<file path="src/rtl/bgo_map.svh">
// Constants of the bar graph and general output command link
//
// Behaviour
// - Prefix then 104 loads horizontal bar bank
// - Host loads matching bank before placing bars
// - Command 124: column, row, direction, length bytes
// - Horizontal start column within 1 to 20
// - Horizontal start row within 1 to 4
// - Direction 0 grows right, 1 grows left
// - Horizontal length 0 to 100, exact pixels
// - New horizontal bar replaces covered cells
// - Command 115 loads narrow two-pixel bar bank
// - Command 118 loads wide five-pixel bar bank
// - Command 61: column, length; bar rises upward
// - Vertical bar column within 1 to 20
// - Vertical height 0 to 32, exact pixels
// - New vertical bar replaces column's old bar
// - Command 87 with number drives output high
// - Command 86 with number drives output low
// - Command 195 stores output power-up state
// - State byte 1 means on, 0 off
// - Stored state applies only at next power-up
// - Bank load discards unsaved custom glyphs
`ifndef BGO_MAP_SVH
`define BGO_MAP_SVH

// ----------------------------------------------------------------
// Command bytes
// ----------------------------------------------------------------
`define BGO_PREFIX       8'hfe
`define BGO_CMD_HBANK    8'h68
`define BGO_CMD_NBANK    8'h73
`define BGO_CMD_WBANK    8'h76
`define BGO_CMD_HBAR     8'h7c
`define BGO_CMD_VBAR     8'h3d
`define BGO_CMD_GO_ON    8'h57
`define BGO_CMD_GO_OFF   8'h56
`define BGO_CMD_GO_PWRUP 8'hc3

// ----------------------------------------------------------------
// Parameter byte counts
// ----------------------------------------------------------------
`define BGO_NP_HBAR      3'h4
`define BGO_NP_VBAR      3'h2
`define BGO_NP_GO        3'h1
`define BGO_NP_PWRUP     3'h2
`define BGO_NP_NONE      3'h0

// ----------------------------------------------------------------
// Screen geometry and ranges
// ----------------------------------------------------------------
`define BGO_COLS         8'h14
`define BGO_ROWS         8'h04
`define BGO_CELLS        7'h50
`define BGO_HLEN_MAX     8'h64
`define BGO_VLEN_MAX     8'h20
`define BGO_CELL_W       7'h05
`define BGO_CELL_H       7'h08
`define BGO_BLANK        8'h20
`define BGO_GO_NUM       6

// ----------------------------------------------------------------
// Host controller registers
// ----------------------------------------------------------------
`define BGO_REG_CMD      8'h00
`define BGO_REG_PARAM    8'h04
`define BGO_REG_STATUS   8'h08
`define BGO_ST_BUSY      0
`define BGO_ST_REFUSED   1
`define BGO_ST_BANK_LO   2

`endif

</file>
<file path="src/rtl/bgo_pkg.sv">
// Types shared by both ends of the bar graph command link
package bgo_pkg;
  `include "bgo_map.svh"

  typedef enum logic [2:0] {
    BGO_IDLE,
    BGO_CMD,
    BGO_PARAM,
    BGO_EXEC,
    BGO_DRAW_H,
    BGO_DRAW_V
  } bgo_pstate_t;

  typedef enum logic [1:0] {
    BGO_BANK_NONE,
    BGO_BANK_HBAR,
    BGO_BANK_NARROW,
    BGO_BANK_WIDE
  } bgo_bank_t;

  // Parameter bytes following each command byte; unknown ones take none
  function automatic logic [2:0] bgo_nparams(input logic [7:0] cmd);
    unique case (cmd)
      `BGO_CMD_HBAR:     return `BGO_NP_HBAR;
      `BGO_CMD_VBAR:     return `BGO_NP_VBAR;
      `BGO_CMD_GO_ON:    return `BGO_NP_GO;
      `BGO_CMD_GO_OFF:   return `BGO_NP_GO;
      `BGO_CMD_GO_PWRUP: return `BGO_NP_PWRUP;
      default:           return `BGO_NP_NONE;
    endcase
  endfunction : bgo_nparams
endpackage : bgo_pkg

</file>
<file path="src/rtl/bgo_link_if.sv">
// Byte link between host controller and display command interpreter
`timescale 1ns/10ps
interface bgo_link_if;
  logic [7:0] data;
  logic       valid;
  logic       ready;

  modport dev  (input data, input valid, output ready);
  modport host (output data, output valid, input ready);
endinterface : bgo_link_if

</file>
<file path="src/rtl/bgo_device.sv">
// Display end: command interpreter for bar graphs and general outputs
`timescale 1ns/10ps
module bgo_device
  import bgo_pkg::*;
#(
  parameter int GO_NUM = `BGO_GO_NUM
)
(
  input  wire logic              clock,
  input  wire logic              sys_rst,
  bgo_link_if.dev                lnk,
  input  wire logic [GO_NUM-1:0] nv_image,
  input  wire logic [6:0]        rd_cell,
  output logic [7:0]             rd_char,
  output bgo_bank_t              active_bank,
  output logic                   bank_load,
  output logic [GO_NUM-1:0]      general_output,
  output logic                   nv_we,
  output logic [GO_NUM-1:0]      nv_wdata,
  output logic                   char_valid,
  output logic [7:0]             char_data
);

  // ----------------------------------------------------------------
  // State
  // ----------------------------------------------------------------
  typedef struct packed {
    bgo_pstate_t        st;
    logic [7:0]         cmd;
    logic [2:0]         need;
    logic [2:0]         pcnt;
    logic [3:0][7:0]    par;
    logic [79:0][7:0]   cells;
    bgo_bank_t          bank;
    logic               bank_load;
    logic [GO_NUM-1:0]  go;
    logic [GO_NUM-1:0]  nv;
    logic               nv_we;
    logic               init_done;
    logic               ch_v;
    logic [7:0]         ch_d;
    logic [7:0]         rd_char;
    logic [5:0]         col;
    logic [2:0]         row;
    logic [6:0]         rem;
    logic               dir;
  } bgo_dev_t;

  bgo_dev_t s_ff;
  bgo_dev_t nxt_s;
  logic [6:0] seg;

  function automatic logic [6:0] bgo_cell_idx(input logic [2:0] row, input logic [5:0] col);
    logic [6:0] r;
    r = 7'(row - 3'h1);
    return 7'(r * 7'(`BGO_COLS) + 7'(col) - 7'h01);
  endfunction : bgo_cell_idx

  // ----------------------------------------------------------------
  // Interpreter
  // ----------------------------------------------------------------
  always_comb
  begin
    nxt_s           = s_ff;
    nxt_s.bank_load = 1'b0;
    nxt_s.nv_we     = 1'b0;
    nxt_s.ch_v      = 1'b0;
    seg             = (s_ff.rem > `BGO_CELL_W) ? `BGO_CELL_W : s_ff.rem;
    nxt_s.rd_char   = (rd_cell < `BGO_CELLS) ? s_ff.cells[rd_cell] : 8'h00;
    if (!s_ff.init_done)
    begin
      // Saved states are only looked at once, after reset release
      nxt_s.init_done = 1'b1;
      nxt_s.go        = nv_image;
      nxt_s.nv        = nv_image;
    end
    unique case (s_ff.st)
      BGO_IDLE:
        if (s_ff.init_done && lnk.valid)
        begin
          if (lnk.data == `BGO_PREFIX)
            nxt_s.st = BGO_CMD;
          else
          begin
            nxt_s.ch_v = 1'b1;
            nxt_s.ch_d = lnk.data;
          end
        end
      BGO_CMD:
        if (lnk.valid)
        begin
          nxt_s.cmd  = lnk.data;
          nxt_s.pcnt = 3'h0;
          nxt_s.need = bgo_nparams(lnk.data);
          nxt_s.st   = (bgo_nparams(lnk.data) == 3'h0) ? BGO_IDLE : BGO_PARAM;
          if (lnk.data == `BGO_CMD_HBANK || lnk.data == `BGO_CMD_NBANK ||
              lnk.data == `BGO_CMD_WBANK)
            nxt_s.bank_load = 1'b1;
          if (lnk.data == `BGO_CMD_HBANK)
            nxt_s.bank = BGO_BANK_HBAR;
          if (lnk.data == `BGO_CMD_NBANK)
            nxt_s.bank = BGO_BANK_NARROW;
          if (lnk.data == `BGO_CMD_WBANK)
            nxt_s.bank = BGO_BANK_WIDE;
        end
      BGO_PARAM:
        if (lnk.valid)
        begin
          nxt_s.par[s_ff.pcnt[1:0]] = lnk.data;
          nxt_s.pcnt = 3'(s_ff.pcnt + 3'h1);
          if (s_ff.pcnt == 3'(s_ff.need - 3'h1))
            nxt_s.st = BGO_EXEC;
        end
      BGO_EXEC:
      begin
        nxt_s.st = BGO_IDLE;
        unique case (s_ff.cmd)
          `BGO_CMD_HBAR:
            // Column, row, direction, length
            if (s_ff.par[0] >= 8'h01 && s_ff.par[0] <= `BGO_COLS &&
                s_ff.par[1] >= 8'h01 && s_ff.par[1] <= `BGO_ROWS &&
                s_ff.par[2] <= 8'h01 && s_ff.par[3] <= `BGO_HLEN_MAX)
            begin
              nxt_s.col = s_ff.par[0][5:0];
              nxt_s.row = s_ff.par[1][2:0];
              nxt_s.dir = s_ff.par[2][0];
              nxt_s.rem = s_ff.par[3][6:0];
              nxt_s.st  = BGO_DRAW_H;
            end
          `BGO_CMD_VBAR:
            if (s_ff.par[0] >= 8'h01 && s_ff.par[0] <= `BGO_COLS &&
                s_ff.par[1] <= `BGO_VLEN_MAX)
            begin
              nxt_s.col = s_ff.par[0][5:0];
              nxt_s.row = 3'(`BGO_ROWS);
              nxt_s.rem = s_ff.par[1][6:0];
              nxt_s.st  = BGO_DRAW_V;
            end
          `BGO_CMD_GO_ON, `BGO_CMD_GO_OFF:
            for (int i = 0; i < GO_NUM; i++)
              if (s_ff.par[0] == 8'(i + 1))
                nxt_s.go[i] = (s_ff.cmd == `BGO_CMD_GO_ON);
          `BGO_CMD_GO_PWRUP:
            if (s_ff.par[1] <= 8'h01)
              for (int i = 0; i < GO_NUM; i++)
                if (s_ff.par[0] == 8'(i + 1))
                begin
                  nxt_s.nv[i] = s_ff.par[1][0];
                  nxt_s.nv_we = 1'b1;
                end
          default:
            nxt_s.st = BGO_IDLE;
        endcase
      end
      BGO_DRAW_H:
        // One cell per cycle; the bar is clipped at the screen edge
        if (s_ff.rem == 7'h00 || s_ff.col == 6'h00 || s_ff.col > 6'(`BGO_COLS))
          nxt_s.st = BGO_IDLE;
        else
        begin
          nxt_s.cells[bgo_cell_idx(s_ff.row, s_ff.col)] = 8'(seg - 7'h01);
          nxt_s.rem = 7'(s_ff.rem - seg);
          nxt_s.col = s_ff.dir ? 6'(s_ff.col - 6'h01) : 6'(s_ff.col + 6'h01);
        end
      BGO_DRAW_V:
      begin
        // Every row of the column is rewritten, so no old bar survives
        if (s_ff.rem == 7'h00)
          nxt_s.cells[bgo_cell_idx(s_ff.row, s_ff.col)] = `BGO_BLANK;
        else if (s_ff.rem >= `BGO_CELL_H)
          nxt_s.cells[bgo_cell_idx(s_ff.row, s_ff.col)] = 8'(`BGO_CELL_H - 7'h01);
        else
          nxt_s.cells[bgo_cell_idx(s_ff.row, s_ff.col)] = 8'(s_ff.rem - 7'h01);
        nxt_s.rem = (s_ff.rem >= `BGO_CELL_H) ? 7'(s_ff.rem - `BGO_CELL_H) : 7'h00;
        nxt_s.row = 3'(s_ff.row - 3'h1);
        if (s_ff.row == 3'h1)
          nxt_s.st = BGO_IDLE;
      end
    endcase
  end

  always_ff @(posedge clock or posedge sys_rst)
  begin
    if (sys_rst)
    begin
      s_ff       <= '0;
      s_ff.st    <= BGO_IDLE;
      s_ff.bank  <= BGO_BANK_NONE;
      s_ff.cells <= {80{`BGO_BLANK}};
    end
    else
      s_ff <= nxt_s;
  end

  // ----------------------------------------------------------------
  // Outputs
  // ----------------------------------------------------------------
  // Drawing stalls the link, so no byte is lost while cells are written
  assign lnk.ready      = s_ff.init_done &&
                          (s_ff.st == BGO_IDLE || s_ff.st == BGO_CMD || s_ff.st == BGO_PARAM);
  assign rd_char        = s_ff.rd_char;
  assign active_bank    = s_ff.bank;
  assign bank_load      = s_ff.bank_load;
  assign general_output = s_ff.go;
  assign nv_we          = s_ff.nv_we;
  assign nv_wdata       = s_ff.nv;
  assign char_valid     = s_ff.ch_v;
  assign char_data      = s_ff.ch_d;

endmodule : bgo_device

</file>
<file path="src/flat_wrapper.sv">
// flat-port wrapper written by rule: the top's interface ports become plain ports
module bgo_device_flat import bgo_pkg::*;
#(
  parameter int GO_NUM = `BGO_GO_NUM
)
  (clock, sys_rst, nv_image, rd_cell, rd_char, active_bank, bank_load, general_output, nv_we, nv_wdata, char_valid, char_data, lnk_data, lnk_valid, lnk_ready);
  bgo_link_if lnk_i ();
  input  wire logic clock;
  input  wire logic sys_rst;
  input  wire logic [GO_NUM-1:0] nv_image;
  input  wire logic [6:0] rd_cell;
  output logic [7:0] rd_char;
  output bgo_bank_t active_bank;
  output logic bank_load;
  output logic [GO_NUM-1:0] general_output;
  output logic nv_we;
  output logic [GO_NUM-1:0] nv_wdata;
  output logic char_valid;
  output logic [7:0] char_data;
  input wire logic [$bits(lnk_i.data)-1:0] lnk_data;
  input wire logic [$bits(lnk_i.valid)-1:0] lnk_valid;
  output wire logic [$bits(lnk_i.ready)-1:0] lnk_ready;
  assign lnk_i.data = lnk_data;
  assign lnk_i.valid = lnk_valid;
  assign lnk_ready = lnk_i.ready;
  bgo_device #(.GO_NUM(GO_NUM)) u_core (.clock(clock), .sys_rst(sys_rst), .lnk(lnk_i), .nv_image(nv_image), .rd_cell(rd_cell), .rd_char(rd_char), .active_bank(active_bank), .bank_load(bank_load), .general_output(general_output), .nv_we(nv_we), .nv_wdata(nv_wdata), .char_valid(char_valid), .char_data(char_data));
endmodule
</file>
<file path="config.mk">
export PLATFORM = sky130hd
export DESIGN_NAME = bgo_device_flat
export DESIGN_NICKNAME = d
export VERILOG_FILES = /design/src/rtl/bgo_pkg.sv /design/src/rtl/bgo_link_if.sv /design/src/rtl/bgo_device.sv /design/src/flat_wrapper.sv
export VERILOG_INCLUDE_DIRS = /design/src /design/src/rtl
export SDC_FILE = /design/constraint.sdc
export NUM_CORES = 2
export LEC_CHECK = 0
export ABC_AREA = 0
export ABC_CLOCK_PERIOD_IN_PS = 30900
export CAP_MARGIN = 0
export CORE_UTILIZATION = 40
export DETAILED_ROUTE_END_ITERATION = 10
export DONT_BUFFER_PORTS = 1
export SETUP_SLACK_MARGIN = 0.4
export SLEW_MARGIN = 10
export SYNTH_ARGS = -nofsm -noshare
export SYNTH_HDL_FRONTEND = slang
export SYNTH_SLANG_ARGS = --single-unit
</file>
<file path="constraint.sdc">
create_clock -name clock -period 30.9 [get_ports clock]
set_input_delay 6.18 -clock clock [delete_from_list [all_inputs] [get_ports clock]]
set_output_delay 6.18 -clock clock [all_outputs]
set_load 0.05 [all_outputs]
</file>
* Yosys cells after proc, flatten, opt, wreduce, memory -nomap -nowiden
Index checks and enable logic that the tools add are counted.
** Storage, ports and cells
- Word-level logic and storage cells :: 289
- Register bits after elaboration :: 740
- Output and inout bits :: 34
- Bits of input ports :: 24
** Cells by class
- Add/sub/neg operators :: 12
- Multiply operators :: 1
- Eq/ne operators :: 38
- Mux-type cells :: 73
- Magnitude comparators :: 17
- Bitwise operators :: 7
- Reduce and logical (&&, ||, !) cells :: 40
** Operators with widths (number)
- two-way mux 640 bit :: 3
- bitwise mux 640 bit :: 2
- one-hot mux 640 bit (2 select lines) :: 1
- bitwise AND 560 bit :: 1
- inverter 560 bit :: 1
- bitwise AND 400 bit :: 1
- inverter 400 bit :: 1
- bitwise OR 240 bit :: 1
- bitwise OR 80 bit :: 1
- equality test 8 x 7 -> 1 bit, second input constant :: 9
- binary-select mux 8 bit (select 7 bit) :: 1
- demux 8 bit (select 7 bit) :: 1
- two-way mux 35 bit :: 1
- two-way mux 7 bit :: 5
- two-way mux 17 bit :: 2
- bitwise mux 32 bit :: 1
- two-way mux 8 bit :: 4
- one-hot mux 16 bit (2 select lines) :: 1
- two-way mux 3 bit :: 10
- two-way mux 9 bit :: 3
- equality test 8 x 3 -> 1 bit, second input constant :: 3
- equality test 8 bit, second input constant :: 3
- one-hot mux 7 bit (3 select lines) :: 1
- two-way mux 1 bit :: 19
- other kinds (60) :: 112

* Longest topological paths before layout
- Depth after elaboration :: 13
- Mapped depth :: 20
- Mapped depth without buffers :: 16

* Worst setup path after synthesis
No wires, ideal clock.
- Path type :: input to register
- Start :: in rd_cell[1]
- End :: reg u_core.s_ff, in the netlist u_core.rd_char[3]
- Path buffers :: 2
- Cell stages on the path :: 8
- Data required time :: 30774 ps
- Arrival time :: 8431 ps
- Setup time :: 126 ps
- Setup slack :: 22343 ps
- Cells stage by stage :: clkbuf_1 > buf_1 > mux4_2 > mux4_2 > mux2i_1 > nor2_1 > a31oi_1 > o21ai_0
** RTL lines
- start, declared :: RTL line flat_wrapper.sv:11 : input wire logic [6:0] rd_cell;
- end signal, assigned :: RTL line bgo_device.sv:192 : s_ff <= nxt_s;
- end, declared :: RTL line bgo_device.sv:49 : bgo_dev_t s_ff;

* Worst setup path after layout
- Start :: reg u_core.s_ff[34] (netlist bit)
- End :: out lnk_ready
** Between the ends
- Cells in the longest elaborated chain, start to end :: 1
** RTL lines
- logical AND 1 bit :: RTL line bgo_device.sv:199 : assign lnk.ready = s_ff.init_done &&
- end, declared :: RTL line flat_wrapper.sv:22 : output wire logic [$bits(lnk_i.ready)-1:0] lnk_ready;
Every way passes these cells.

==> impl_metrics.toml <==
[final_layout]
final_common_cell = "nand2_1"
postLayoutCoreUtil_pct = 44.6
syn_to_final_growth_pct = 9.87
seqCellArea_um2 = 18600
nNetsFinal = 3492
multi_input_area_um2 = 17300
final_cell_mix = "nand2_1 (691), dfrtp_1 (660), o21ai_0 (532), mux4_2 (200), nor2_1 (108)"
drive_gt1_share_pct = 17.4
num_antenna_cells = 0
fill_cells = 8728

[clock_network]
cts.sinks = 740
cts_max_level = 3
numCtsBuffers = 81
worstSkewPairLatency_ps = 660
cts_post_setup_buffers_inserted = 0
hold_buffers = 0
clockBufferDepth = 3
cts_tree = "done"
post_cts_resized = 0
root_buffer = "clkbuf_16"
clk_pin_slew_ps = 60

[sta]
drv_slew = 0
tns_ps = 0
worstMarginPinSlew_ps = 1210
hold_viol = 0
finClkSkew_ps = 34.8
setup_viol = 0
slew_headroom_pct = 19.1
rsz0062_at_grt = "false"
fin_crit_sh_pct = 26.9
period_minus_slack_ps = 8320
fin_ws_ps = 22580
max_freq_mhz = 120

[routing]
drt_pre_antenna_iters = 5
ant_nets = 0
drcViolationCount = 0
detail_route.vias_per_cell = 6.03
wl_um = 116000
wl_per_cell_um = 24.5
drt_iter0_drc = 3012
vias = 28603

[synth]
syn-num-nets = 3663
synth-main-ff-cell = "dfrtp_1"
yosys_register_bits = 740
synth_warnings = 0
synth_area_um2 = 37400
synthDistinctLibCells = 91
avgSynthCellArea_um2 = 10.4
synthArstFlopShare_pct = 100
synth_edf_count = 0
seq_area_frac_synth_pct = 49.8
postSynthCellCount = 3606

[worst_setup_path]
crit_arrival_ps = 2140
regToRegSetupSlack_ps = 25510
critPathMaxFanout = 19
crit_start = "u_core.s_ff[34]$_DFF_PP0_"
crit_path_start_kind = "flop"
worst-path-buf-inv = 0
reg2reg_depth = 15
critical_path.top_delay_family = "flip-flops"
r2r-end = "u_core.s_ff[653]$_DFFE_PP0P_"
cp_slowest_cell = "dfrtp_1"
endpoint_kind = "output pin"
required_ps = 24720
crit_type = "flop to output pin"
cpPeakStageDelay_ps = 830
path_depth = 1
regToRegStartpoint = "u_core.s_ff[8]$_DFFE_PP0P_"
crit_chain = "and3b_1"
endpoint = "lnk_ready"

[global_routing]
antenna_found_initial = 1
grt_pass1_wl_um = 180000
grtUsageTotal_pct = 24.9
grt_pass1_vias = 28201
grt_max_degree = 161
grt-ovfl-total = 0

[power_and_ir_drop]
p_leak_nw = 16.7
ir_drop_uv = 223
powerDensity_nw_per_um2 = 103

[worst_hold_path]
min_path_type = "flop to flop"

[placement]
dp_slack_ps = 22280
place_congestion = 0.882
io_buffers = 0
hpwl_um = 72900

[floorplanning]
die_w_um = 308
fp-row-count = 111
dieHeight_um = 308
coreArea_um2 = 92200
start_util_pct = 40.6
dieArea_um2 = 94800
io_pins = 58

[job]
drv_cap = 0

[status]
status = "finished clean"
[through the flow]
step | cells | hold slack (ps) | total power, mW | instance area (um2)
2_1_floorplan | 3606 | 443 | 2.42 | 37400
3_3_place_gp | 4595 | 451 | 3.13 | 38300
3_5_place_dp | 4595 | 460 | 3.16 | 38300
4_1_cts | 4744 | 466 | 4.18 | 41100
5_1_grt | 4744 | 487 | 4.39 | 41100
6_report | 4744 | 469 | 4.24 | 41100
[final cells by class]
cell class	instances	area share, %
timing repair buffer	79	1.47
clock buffer	116	5.64
clock inverter	33	1.17
inverter	53	0.502
sequential	740	45.3
multi-input combinational	2480	42.1
tap	1243	3.78
[kinds of logic (layout without fill, tap and decap cells)]
family,Yosys count,in the layout,synth area share [%]
AND/OR/NAND/NOR,1119,1119,13.3
AO/OA/AOI/OAI,1008,1008,16.0
flip-flops,740,740,49.8
buffers and inverters,386,281,4.34
multiplexers,294,294,14.8
adder cells (fa/ha/maj),33,33,1.14
XOR/XNOR,25,25,0.682
other,1,1,0.0100
[registers in the layout, indices dropped and copies added, names as in the netlist]
name and count:
u_core.active_bank 2, u_core.bank_load 1, u_core.char_data 8, u_core.char_valid 1
u_core.general_output 6, u_core.nv_wdata 6, u_core.nv_we 1, u_core.rd_char 8
u_core.s_ff 707
[synthesized netlist by cell type, types with 14 or more instances]
library cell / n / area [um2]
nand2b_1: 15 / 93.8
a21oi_1: 97 / 485
buf_2: 36 / 180
buf_1: 30 / 113
a32o_1: 14 / 140
mux4_2: 200 / 4500
nor4_1: 18 / 113
dfrtp_1: 660 / 16500
nor2_1: 114 / 428
a22o_1: 39 / 342
o22ai_1: 24 / 150
nand3_1: 91 / 455
nand4_1: 25 / 156
o21ai_1: 44 / 220
inv_1: 51 / 191
mux2i_1: 31 / 310
nand2_1: 692 / 2600
a31oi_1: 82 / 513
xnor2_1: 16 / 140
o221ai_1: 16 / 140
nor3_1: 80 / 400
mux2_2: 63 / 709
dfstp_2: 80 / 2100
o21ai_0: 532 / 2660
o211ai_1: 29 / 218
clkbuf_1: 233 / 875
buf_4: 33 / 248
ha_1: 31 / 388
[worst register-to-register path, delay by kind of cell (launching register included)]
kind,cells,cell delay (ps)
and+or+nand+nor,3,1970
DFF,1,450
AOI/OAI and AO/OA,3,1090
buffers and inverters,4,230
adders and majority gates,5,1510
[how the worst min path moves through the flow]
stage,startpoint,to,slack [ps],cells after the start
floorplan,u_core.s_ff[336]$_DFFE_PP1P_,u_core.s_ff[336]$_DFFE_PP1P_,440,2
global placement,u_core.s_ff[632]$_DFFE_PP1P_,u_core.s_ff[632]$_DFFE_PP1P_,450,2
detailed placement,u_core.s_ff[312]$_DFFE_PP1P_,u_core.s_ff[312]$_DFFE_PP1P_,460,2
CTS,u_core.s_ff[632]$_DFFE_PP1P_,u_core.s_ff[632]$_DFFE_PP1P_,470,2
global route,u_core.s_ff[632]$_DFFE_PP1P_,u_core.s_ff[632]$_DFFE_PP1P_,490,2
finish,u_core.s_ff[312]$_DFFE_PP1P_,u_core.s_ff[312]$_DFFE_PP1P_,470,2
[power breakdown]
part           total [mW]  leakage [nW]  internal [mW]  switching [mW]
sequential           1.17          9.93           1.06           0.108
clock                1.02          1.38          0.602           0.421
combinational        2.05          5.44          0.461            1.59
total                4.24          16.7           2.13            2.12
[metal layers]
metal | GRT usage [%] | share of wire (%) | vias up
li1 | - | - | 12757
met1 | 34.9 | 43 | 14365
met2 | 37.5 | 45 | 1206
met3 | 5.20 | 7.9 | 273
met4 | 10.6 | 4.4 | 2
met5 | 0 | 0.011 | -
Power figures use the tool's default switching activity.
